File: src/rble_pkg.sv
package rble_pkg;

    // Encoding control register width and field positions.
    localparam int CTRL_W         = 4;
    localparam int CTRL_INV_BIT   = 0;
    localparam int CTRL_DIFF_BIT  = 1;
    localparam int CTRL_MANCH_BIT = 2;
    localparam int CTRL_SHAPE_BIT = 3;

    // Reset value of the control register: every transform off.
    localparam logic [CTRL_W-1:0] CTRL_RESET = 4'h0;

    // Transmit buffer geometry.
    localparam int FIFO_WIDTH = 1;
    localparam int FIFO_DEPTH = 16;

    // Self-synchronizing scrambler: x^17 + x^12 + 1.
    localparam int SCR_LEN = 17;
    localparam int SCR_TAP = 12;

endpackage

File: src/rble_encoder.sv
// Contract
// - Encoder sits between framer and modem
// - Inversion complements bits both directions
// - Differential transmit: zero holds, one toggles
// - Differential receive compares level with previous
// - Manchester makes two half-bit symbols per bit
// - Shaping maps one bit to one bit
// - Self-synchronizing scrambler and matching descrambler
// - Shaping breaks DC, runs and periodic data, except zeros fed into an all-zero history, as after reset
`timescale 1ns/1ns

// Synchronous FIFO with a registered ready flag and a count-based valid flag.
module rble_fifo #(
    parameter int WIDTH = 1,
    parameter int DEPTH = 16
) (
    // Clock and reset.
    input  wire logic             clk,
    input  wire logic             srst,
    // Filling side.
    input  wire logic             in_valid,
    output logic                  in_ready,
    input  wire logic [WIDTH-1:0] in_data,
    // Draining side.
    output logic                  out_valid,
    input  wire logic             out_ready,
    output logic [WIDTH-1:0]      out_data
);
    localparam int AW = $clog2(DEPTH);

    logic [WIDTH-1:0] mem [DEPTH];     // Storage array.
    logic [AW-1:0]    wp_r, wp_nxt;    // Write pointer.
    logic [AW-1:0]    rp_r, rp_nxt;    // Read pointer.
    logic [AW:0]      cnt_r, cnt_nxt;  // Occupancy.
    logic             rdy_r, rdy_nxt;  // Room for one more word.
    logic             push;            // Word accepted.
    logic             pop;             // Word handed out.

    // Ready is a flop of its own, computed from the next count, so the framer
    // sees a registered signal. The count is one bit wider than the pointers,
    // so a full buffer never aliases to an empty one.
    assign in_ready  = rdy_r;
    assign out_valid = (cnt_r != '0);
    assign out_data  = mem[rp_r];
    assign push      = in_valid && in_ready;
    assign pop       = out_valid && out_ready;

    // Next pointer and count values.
    always_comb begin
        wp_nxt  = push ? wp_r + AW'(1) : wp_r;
        rp_nxt  = pop ? rp_r + AW'(1) : rp_r;
        cnt_nxt = cnt_r + (AW+1)'(push) - (AW+1)'(pop);
        rdy_nxt = (cnt_nxt != (AW+1)'(DEPTH));
    end

    // Pointer registers and storage write.
    always_ff @(posedge clk) begin
        if (srst) begin
            wp_r  <= '0;
            rp_r  <= '0;
            cnt_r <= '0;
            rdy_r <= 1'b1;
        end else begin
            wp_r  <= wp_nxt;
            rp_r  <= rp_nxt;
            cnt_r <= cnt_nxt;
            rdy_r <= rdy_nxt;
        end
        if (push) begin
            mem[wp_r] <= in_data;
        end
    end
endmodule

// Line encoder and decoder between framing unit and modem.
module rble_encoder
    import rble_pkg::*;
#(
    parameter int SCR_N = rble_pkg::SCR_LEN,
    parameter int SCR_T = rble_pkg::SCR_TAP
) (
    // Clock and reset.
    input  wire logic                        clk,
    input  wire logic                        srst,
    // Encoding control register.
    input  wire logic                        ctrl_wr,
    input  wire logic [rble_pkg::CTRL_W-1:0] ctrl_wdata,
    output logic [rble_pkg::CTRL_W-1:0]      ctrl_rdata,
    // Transmit bits from the framer.
    input  wire logic                        tx_bit,
    input  wire logic                        tx_bit_valid,
    output logic                             tx_bit_ready,
    // Transmit symbols to the modulator.
    output logic                             mod_sym,
    output logic                             mod_sym_valid,
    input  wire logic                        mod_sym_ready,
    // Receive symbols from the demodulator.
    input  wire logic                        dem_sym,
    input  wire logic                        dem_sym_valid,
    // Receive bits to the framer.
    output logic                             rx_bit,
    output logic                             rx_bit_valid,
    output logic                             rx_manch_err
);
    import rble_pkg::*;

    logic [CTRL_W-1:0] ctrl_r, ctrl_nxt;   // Encoding control register.
    logic              inv, dif, man, shp; // Decoded options.

    // Transmit state.
    logic [SCR_N-1:0]  tscr_r, tscr_nxt;   // Scrambler history.
    logic              tlvl_r, tlvl_nxt;   // Differential level.
    logic              half_r, half_nxt;   // Second half symbol pending.
    logic              sym_r, sym_nxt;     // Symbol on the line.
    logic              symv_r, symv_nxt;   // Symbol valid.
    logic              fo_valid, fo_bit, fo_pop;
    logic              slot;               // Output slot free.
    logic              ts, td, tv;         // Transmit chain taps.

    // Receive state.
    logic [SCR_N-1:0]  rscr_r, rscr_nxt;   // Descrambler history.
    logic              rprev_r, rprev_nxt; // Previous line level.
    logic              rph_r, rph_nxt;     // Waiting for second half.
    logic              rfirst_r, rfirst_nxt;
    logic              rbit_r, rbit_nxt;
    logic              rbv_r, rbv_nxt;
    logic              rerr_r, rerr_nxt;
    logic              have, rv, rl, rd, rs; // Receive chain taps.

    assign inv = ctrl_r[CTRL_INV_BIT];
    assign dif = ctrl_r[CTRL_DIFF_BIT];
    assign man = ctrl_r[CTRL_MANCH_BIT];
    assign shp = ctrl_r[CTRL_SHAPE_BIT];

    // The framer's bits are buffered so a stalled modulator pushes back on it.
    rble_fifo #(
        .WIDTH (FIFO_WIDTH),
        .DEPTH (FIFO_DEPTH)
    ) rble_fifo_inst (
        .clk       (clk),
        .srst      (srst),
        .in_valid  (tx_bit_valid),
        .in_ready  (tx_bit_ready),
        .in_data   (tx_bit),
        .out_valid (fo_valid),
        .out_ready (fo_pop),
        .out_data  (fo_bit)
    );

    // Control register next value; one write sets all options at once.
    always_comb begin
        ctrl_nxt = ctrl_wr ? ctrl_wdata : ctrl_r;
    end

    // Transmit chain: scramble, differential, invert, then Manchester.
    always_comb begin
        slot     = !symv_r || mod_sym_ready;
        fo_pop   = slot && !half_r && fo_valid;
        // Scrambled bit feeds back into history, so no bit is added.
        ts       = shp ? (fo_bit ^ tscr_r[SCR_N-1] ^ tscr_r[SCR_T-1]) : fo_bit;
        td       = dif ? (tlvl_r ^ ts) : ts;
        tv       = td ^ inv;
        tscr_nxt = tscr_r;
        tlvl_nxt = tlvl_r;
        half_nxt = half_r;
        sym_nxt  = sym_r;
        symv_nxt = symv_r && !mod_sym_ready;
        if (slot && half_r) begin
            // Second half is the complement, giving a mid-bit transition.
            sym_nxt  = !sym_r;
            symv_nxt = 1'b1;
            half_nxt = 1'b0;
        end else if (fo_pop) begin
            tscr_nxt = {tscr_r[SCR_N-2:0], ts};
            tlvl_nxt = td;
            sym_nxt  = tv;
            symv_nxt = 1'b1;
            half_nxt = man;
        end
    end

    // Receive chain: Manchester, invert, differential, then descramble.
    always_comb begin
        rfirst_nxt = rfirst_r;
        rph_nxt    = rph_r;
        rerr_nxt   = 1'b0;
        have       = 1'b0;
        rv         = dem_sym;
        if (dem_sym_valid) begin
            if (!man) begin
                have = 1'b1;
            end else if (!rph_r) begin
                rfirst_nxt = dem_sym;
                rph_nxt    = 1'b1;
            end else begin
                // A pair without a transition is flagged but still decoded.
                rv       = rfirst_r;
                rerr_nxt = (dem_sym == rfirst_r);
                have     = 1'b1;
                rph_nxt  = 1'b0;
            end
        end
        rl       = rv ^ inv;
        rd       = dif ? (rl ^ rprev_r) : rl;
        rs       = shp ? (rd ^ rscr_r[SCR_N-1] ^ rscr_r[SCR_T-1]) : rd;
        rprev_nxt = have ? rl : rprev_r;
        rscr_nxt  = have ? {rscr_r[SCR_N-2:0], rd} : rscr_r;
        rbit_nxt  = have ? rs : rbit_r;
        rbv_nxt   = have;
    end

    // All state registers; reset clears every option and history.
    always_ff @(posedge clk) begin
        if (srst) begin
            ctrl_r   <= CTRL_RESET;
            tscr_r   <= '0;
            tlvl_r   <= 1'b0;
            half_r   <= 1'b0;
            sym_r    <= 1'b0;
            symv_r   <= 1'b0;
            rscr_r   <= '0;
            rprev_r  <= 1'b0;
            rph_r    <= 1'b0;
            rfirst_r <= 1'b0;
            rbit_r   <= 1'b0;
            rbv_r    <= 1'b0;
            rerr_r   <= 1'b0;
        end else begin
            ctrl_r   <= ctrl_nxt;
            tscr_r   <= tscr_nxt;
            tlvl_r   <= tlvl_nxt;
            half_r   <= half_nxt;
            sym_r    <= sym_nxt;
            symv_r   <= symv_nxt;
            rscr_r   <= rscr_nxt;
            rprev_r  <= rprev_nxt;
            rph_r    <= rph_nxt;
            rfirst_r <= rfirst_nxt;
            rbit_r   <= rbit_nxt;
            rbv_r    <= rbv_nxt;
            rerr_r   <= rerr_nxt;
        end
    end

    // Outputs come straight from flops.
    assign ctrl_rdata    = ctrl_r;
    assign mod_sym       = sym_r;
    assign mod_sym_valid = symv_r;
    assign rx_bit        = rbit_r;
    assign rx_bit_valid  = rbv_r;
    assign rx_manch_err  = rerr_r;
endmodule

File: config.mk
export PLATFORM = sky130hd
export DESIGN_NAME = rble_encoder
export DESIGN_NICKNAME = d
export VERILOG_FILES = /design/src/rble_pkg.sv /design/src/rble_encoder.sv
export SDC_FILE = /design/constraint.sdc
export NUM_CORES = 1
export LEC_CHECK = 0
export BUFFER_PORTS_ARGS = -buffer_cell sky130_fd_sc_hd__buf_2
export CORE_UTILIZATION = 59
export DETAILED_ROUTE_END_ITERATION = 10
export GPL_ROUTABILITY_DRIVEN = 1
export GPL_TIMING_DRIVEN = 0
export PLACE_DENSITY = 0.81
export SKIP_CTS_REPAIR_TIMING = 1
export SLEW_MARGIN = 20
export SYNTH_ARGS = -nofsm -noshare
export SYNTH_HDL_FRONTEND = slang
export SYNTH_SLANG_ARGS = --single-unit
File: constraint.sdc
create_clock -name clk -period 4.48 [get_ports clk]
set_input_delay 0.448 -clock clk [delete_from_list [all_inputs] [get_ports clk]]
set_output_delay 0.448 -clock clk [all_outputs]
set_load 0.01 [all_outputs]
=== Word level (Yosys, flattened, before mapping) ===
Memories as Yosys holds them, arrays and structs flattened. A register that Yosys moved wholly into a read port is not among the register bits.
Index checks and enable logic that the tools add are counted.

* Memories kept: 1
* Bits of input ports: 12
* Logic and storage cells: 72
* RAM bits: 16
* Output and inout port bits: 10
* Flip-flop bits (word level): 62

* Reductions and logical operators: 17
* Bitwise logic cells: 12
* Muxes and demuxes: 19
* $add $sub $neg: 4
* Equal/unequal tests: 2

{| class="wikitable"
|+ Memories
! name !! words !! bits a word !! rd ports !! clocked after memory_dff !! write ports !! line !! RTL
|-
| rble_fifo_inst.mem || 16 || 1 || 1 || 1 || 1 || rble_encoder.sv:31 || <nowiki>logic [WIDTH-1:0] mem [DEPTH];</nowiki>
|}

{| class="wikitable"
|+ Operators with widths
! kind !! number
|-
| two-way mux 1 bit || 17
|-
| adder 4 x 1 -> 4 bit (second input constant) || 2
|-
| two-way mux 4 bit || 2
|-
| bitwise XOR 1 bit || 8
|-
| logical AND 1 bit || 6
|-
| adder 5 x 1 -> 5 bit || 1
|-
| != test 5 bit (second input constant) || 1
|-
| nonzero test 5 bit || 1
|-
| subtractor 5 x 1 -> 5 bit || 1
|-
| zero test 1 bit || 4
|-
| inverter 1 bit || 4
|-
| AND reduction 2 bit || 2
|-
| OR reduction 4 bit || 1
|-
| nonzero test 2 bit || 1
|-
| OR reduction 2 bit || 1
|-
| equality test 1 bit || 1
|-
| logical OR 1 bit || 1
|}

=== Longest topological paths before layout ===
* Word-level depth: 9
* Gate-level depth with buffers: 15
* Depth with buffers taken out: 14

=== Hierarchy ===
Synthesis repeated with hierarchy kept, for this count alone.

* Cells, all modules: 353
* Area, all modules: 3393.3 um^2

{| class="wikitable"
|+ By module, submodules not included
! module !! cells an instance !! times used !! seq. area each (um^2) !! area an instance (um^2)
|-
| rble_encoder || 221 || 1 || 960.9 || 1835.5
|-
| rble_fifo || 132 || 1 || 840.8 || 1557.7
|}

=== Worst setup path before layout ===
Ideal clock, no wire load.

* Path kind: register to register
* Start point: register rble_fifo_inst.cnt_r[3]
* End point: register rble_fifo_inst.rdy_r (netlist: rble_fifo_inst.in_ready)
* Setup time: 0.132 ns
* Stages on the path, launching flop included: 16
* Arrival time: 3.095 ns
* Slack: 1.253 ns
* Clock period less this slack: 3.227 ns
* Data required time: 4.348 ns
* Buffers on the path: 1
* Cell sequence: dfxtp_1 > inv_1 > ha_1 > nor4b_1 > or3_1 > inv_1 > clkbuf_1 > ha_1 > inv_1 > ha_1 > fa_1 > a21oi_1 > nor2_1 > or3_1 > a21oi_1 > nand4_1

* Cells in the longest elaborated chain, start to end: 5
* Elaborated cells between the ends (all ways): 6
* Those cells by class: add/sub (2); eq/ne (1); reduce/logical (3)

{| class="wikitable"
|+ Ends and longest elaborated chain
! element !! line !! RTL
|-
| start, declared || rble_encoder.sv:34 || <nowiki>logic [AW:0] cnt_r, cnt_nxt;</nowiki>
|-
| start signal, assigned || rble_encoder.sv:66 || <nowiki>cnt_r <= cnt_nxt;</nowiki>
|-
| nonzero test 5 bit || rble_encoder.sv:43 || <nowiki>assign out_valid = (cnt_r != '0);</nowiki>
|-
| logical AND 1 bit || rble_encoder.sv:158 || <nowiki>fo_pop = slot && !half_r && fo_valid;</nowiki>
|-
| named net fo_pop || rble_encoder.sv:116 || <nowiki>logic fo_valid, fo_bit, fo_pop;</nowiki>
|-
| logical AND 1 bit || rble_encoder.sv:46 || <nowiki>assign pop = out_valid && out_ready;</nowiki>
|-
| subtractor 5 x 1 -> 5 bit || rble_encoder.sv:52 || <nowiki>cnt_nxt = cnt_r + (AW+1)'(push) - (AW+1)'(pop);</nowiki>
|-
| != test 5 bit || rble_encoder.sv:53 || <nowiki>rdy_nxt = (cnt_nxt != (AW+1)'(DEPTH));</nowiki>
|-
| end signal, assigned || rble_encoder.sv:67 || <nowiki>rdy_r <= rdy_nxt;</nowiki>
|-
| end, declared || rble_encoder.sv:35 || <nowiki>logic rdy_r, rdy_nxt;</nowiki>
|}

The timed path passes the listed nets, and every way through them passes these cells.
A chain may end at the register's enable or synchronous reset.

=== Final worst setup path ===
* Start point: register rble_fifo_inst.cnt_r[2]
* End point: register rble_fifo_inst.rdy_r (netlist: rble_fifo_inst.in_ready)

The elaborated chain is that of the path after synthesis.

==> metrics <==
status complete, no violations; CP bufs+invs 4; Final Hold Vio Count 0; LEAKAGE 1.44 nW; Fmax achieved 266 MHz; CTS Buf Count 9; 1st-pass router iterations 4; mux contribution to synthesized area 7.14%; #FFs+latches synth 82; final worst slack 0.715 ns; post-DR vias/cell 5.28; Worst Hold Class input pin to register; final core area utilization 68.6%; fillcell total 463; Startpoint Class register; xor/xnor share of the synthesized area 4.56%; initial antenna violation count 0; r2r setup slk 0.72 ns; EDFF count, synth 16; Die Width 77.9 um; compound-cell area share of the yosys netlist 8.46%; sequential area share after synthesis 53.0%; critical path class register to register; layout cells sized above 1 10.3%; Layout Skew 0.00673 ns; synthesized instance count 362; Clock Latency Late Sink 0.35 ns; clk slew on worst S/H paths 0.08 ns; I/O pins 22; first-pass GRT wire length 10400 um; Post-Synth Adder-Cell Area 4.64%; via count 2482; core area 5540 um^2; Finished Cell Area 3800 um^2; Setup TNS Final 0 ns; simple-gate area share of the yosys netlist 18.5%; CP max stage cell nor4b_1; Root Buffer clkbuf_8; HPWL after DPL 4280 um; crit-path max cell delay 0.56 ns; average wire per standard cell 13.0 um; DP Worst Slack 0.773 ns; unrepaired setup endpoints after global routing false; largest family of logic cells by synthesized area simple AND/OR/NAND/NOR gates; Slew headroom 54.6%; Ant. Diodes 0; Max Cap Viol 0; post-route clock period utilization 84.0%; I/O Buffers 20; syn avg cell area 9.39 um^2; pwr/cell area 526 nW/um^2; Synth Cell Area 3400 um^2; Cell Chain, Critical Path inv_1 > ha_1 > nor4b_1 > or3_1 > inv_1 > clkbuf_1 > ha_1 > inv_1 > ha_1 > fa_1 > a21oi_1 > nor2_1 > or3_1 > a21oi_1 > nand4_1; die area 6070 um^2; Crit. End Element register; Synth Net Count 386; WL final 6130 um; Required @ worst endpoint 4.71 ns; vias in the first global route 2279; row count 27; Async S/R FF share, synth 0%; area delta synth->final 11.7%; max-slew violation count 0; layout net count 417; Distinct cells, synth 37; min Tclk post-route 3.76 ns; Placer Congestion 0.799; Crit path arrival time 3.99 ns; synth warn 0; final-report setup violation count 0; main flop type after synthesis dfxtp_1; Worst path top cell family by delay simple AND/OR/NAND/NOR gates; maximum number of buffers from clock root to sink 2; Routed Antenna Nets 0; total grt overflow 0; htree depth 3; DR DRC count 0; Max Fanout on Critical Path 10; GRT Resource Usage Total 22.3%; Worst IR Drop VDD 0.000382 V; Initial DRC Count 163; pin count of the biggest net entering global routing 17; clock sink count 82; Initial Util 61.4%; Post-DP Area 3590 um^2; Tightest Pin Transition 0.671 ns; die height 77.9 um; CTS tree built
-- worst reg2reg max path: cells and delay by family (launching register included) --
family                     cells  cell delay [ns]
DFF                            1             0.33
AOI/OAI and AO/OA              2             0.33
buffers and inverters          4             0.51
adders and majority gates      4             1.12
and+or+nand+nor                5             1.37
-- placed cells by master (no fill, tap or decap), types with 9 or more instances in the layout --
cell type	Yosys	layout
buf_2	2	22
ha_1	11	11
clkbuf_8	0	12
mux2i_1	16	16
clkbuf_1	16	18
xor2_1	9	9
edfxtp_1	16	16
dfxtp_1	66	66
inv_1	12	12
a21oi_1	41	41
nand2_1	83	83
nor2_1	37	37
-- worst paths after layout --
check / startpoint / endpoint / cells after the start
max: rble_fifo_inst.cnt_r[2]$_SDFF_PP0_ / rble_fifo_inst.in_ready$_SDFF_PP1_ / 15
min: ctrl_wdata[0] / ctrl_rdata[0]$_SDFFE_PP0P_ / 3
max reg2reg: rble_fifo_inst.cnt_r[2]$_SDFF_PP0_ / rble_fifo_inst.in_ready$_SDFF_PP1_ / 15
min reg2reg: rscr_r[1]$_SDFFE_PP0P_ / rscr_r[2]$_SDFFE_PP0P_ / 2
-- metrics by stage --
step	total power [mW]	hold slack, ns	instances
4_1_cts	2.01	0.333	470
6_report	2.00	0.337	470
2_1_floorplan	1.33	0.432	362
5_1_grt	2.13	0.351	470
3_5_place_dp	1.46	0.443	454
3_3_place_gp	1.44	0.436	454
-- Yosys cell counts (6+ instances only) --
master | number | share of area [%]
xor2_1 | 9 | 2.3
a21oi_1 | 41 | 6.0
mux2i_1 | 16 | 4.7
inv_1 | 12 | 1.3
clkbuf_1 | 16 | 1.8
ha_1 | 11 | 4.0
dfxtp_1 | 66 | 39
xnor2_1 | 6 | 1.5
nor2_1 | 37 | 4.1
nor3_1 | 6 | 0.88
nand2_1 | 83 | 9.2
edfxtp_1 | 16 | 14
-- metal layers --
metal	track usage [%]	vias up	wire, um	share of wire [%]
met5	0	-	0	0
met4	10.6	0	97	1.6
met3	4.24	9	263	4.3
met2	35.8	51	3000	49
met1	29.0	1160	2770	45
li1	-	1262	-	-
-- layout make-up --
type                    instances  area (um^2)  area share [%]
multi-input cells             249         1470            38.8
clock buffers                  14          173            4.55
flip-flops and latches         82         1800            47.4
repair buffers                 20          100            2.64
inverters                      12         45.0            1.19
clock inverters                 2         35.0           0.922
well taps                      72         90.1            2.37
plain buffers                  19         81.3            2.14
-- power breakdown --
group	switching, mW	internal, mW	total, mW	leakage, nW
sequential	0.0554	0.827	0.882	0.682
clock	0.247	0.303	0.550	0.107
combinational	0.326	0.240	0.566	0.648
total	0.629	1.37	2.00	1.44
-- sequential cells by signal, summed over array words and instances, names as in the netlist, 4 cells and up, named ones only --
register / cells
rscr_r: 17
rble_fifo_inst.mem: 16
rble_fifo_inst.rp_r: 4
ctrl_rdata: 4
tscr_r: 17
rble_fifo_inst.wp_r: 4
rble_fifo_inst.cnt_r: 5
-- cell families after synthesis --
logic type,after synthesis
and+or+nand+nor,149
muxes,20
AOI/OAI and AO/OA,52
adders and majority gates,12
buffers and inverters,31
DFF,82
xor gates and xnor gates,16
No activity file was read; power rests on OpenSTA's default activity.
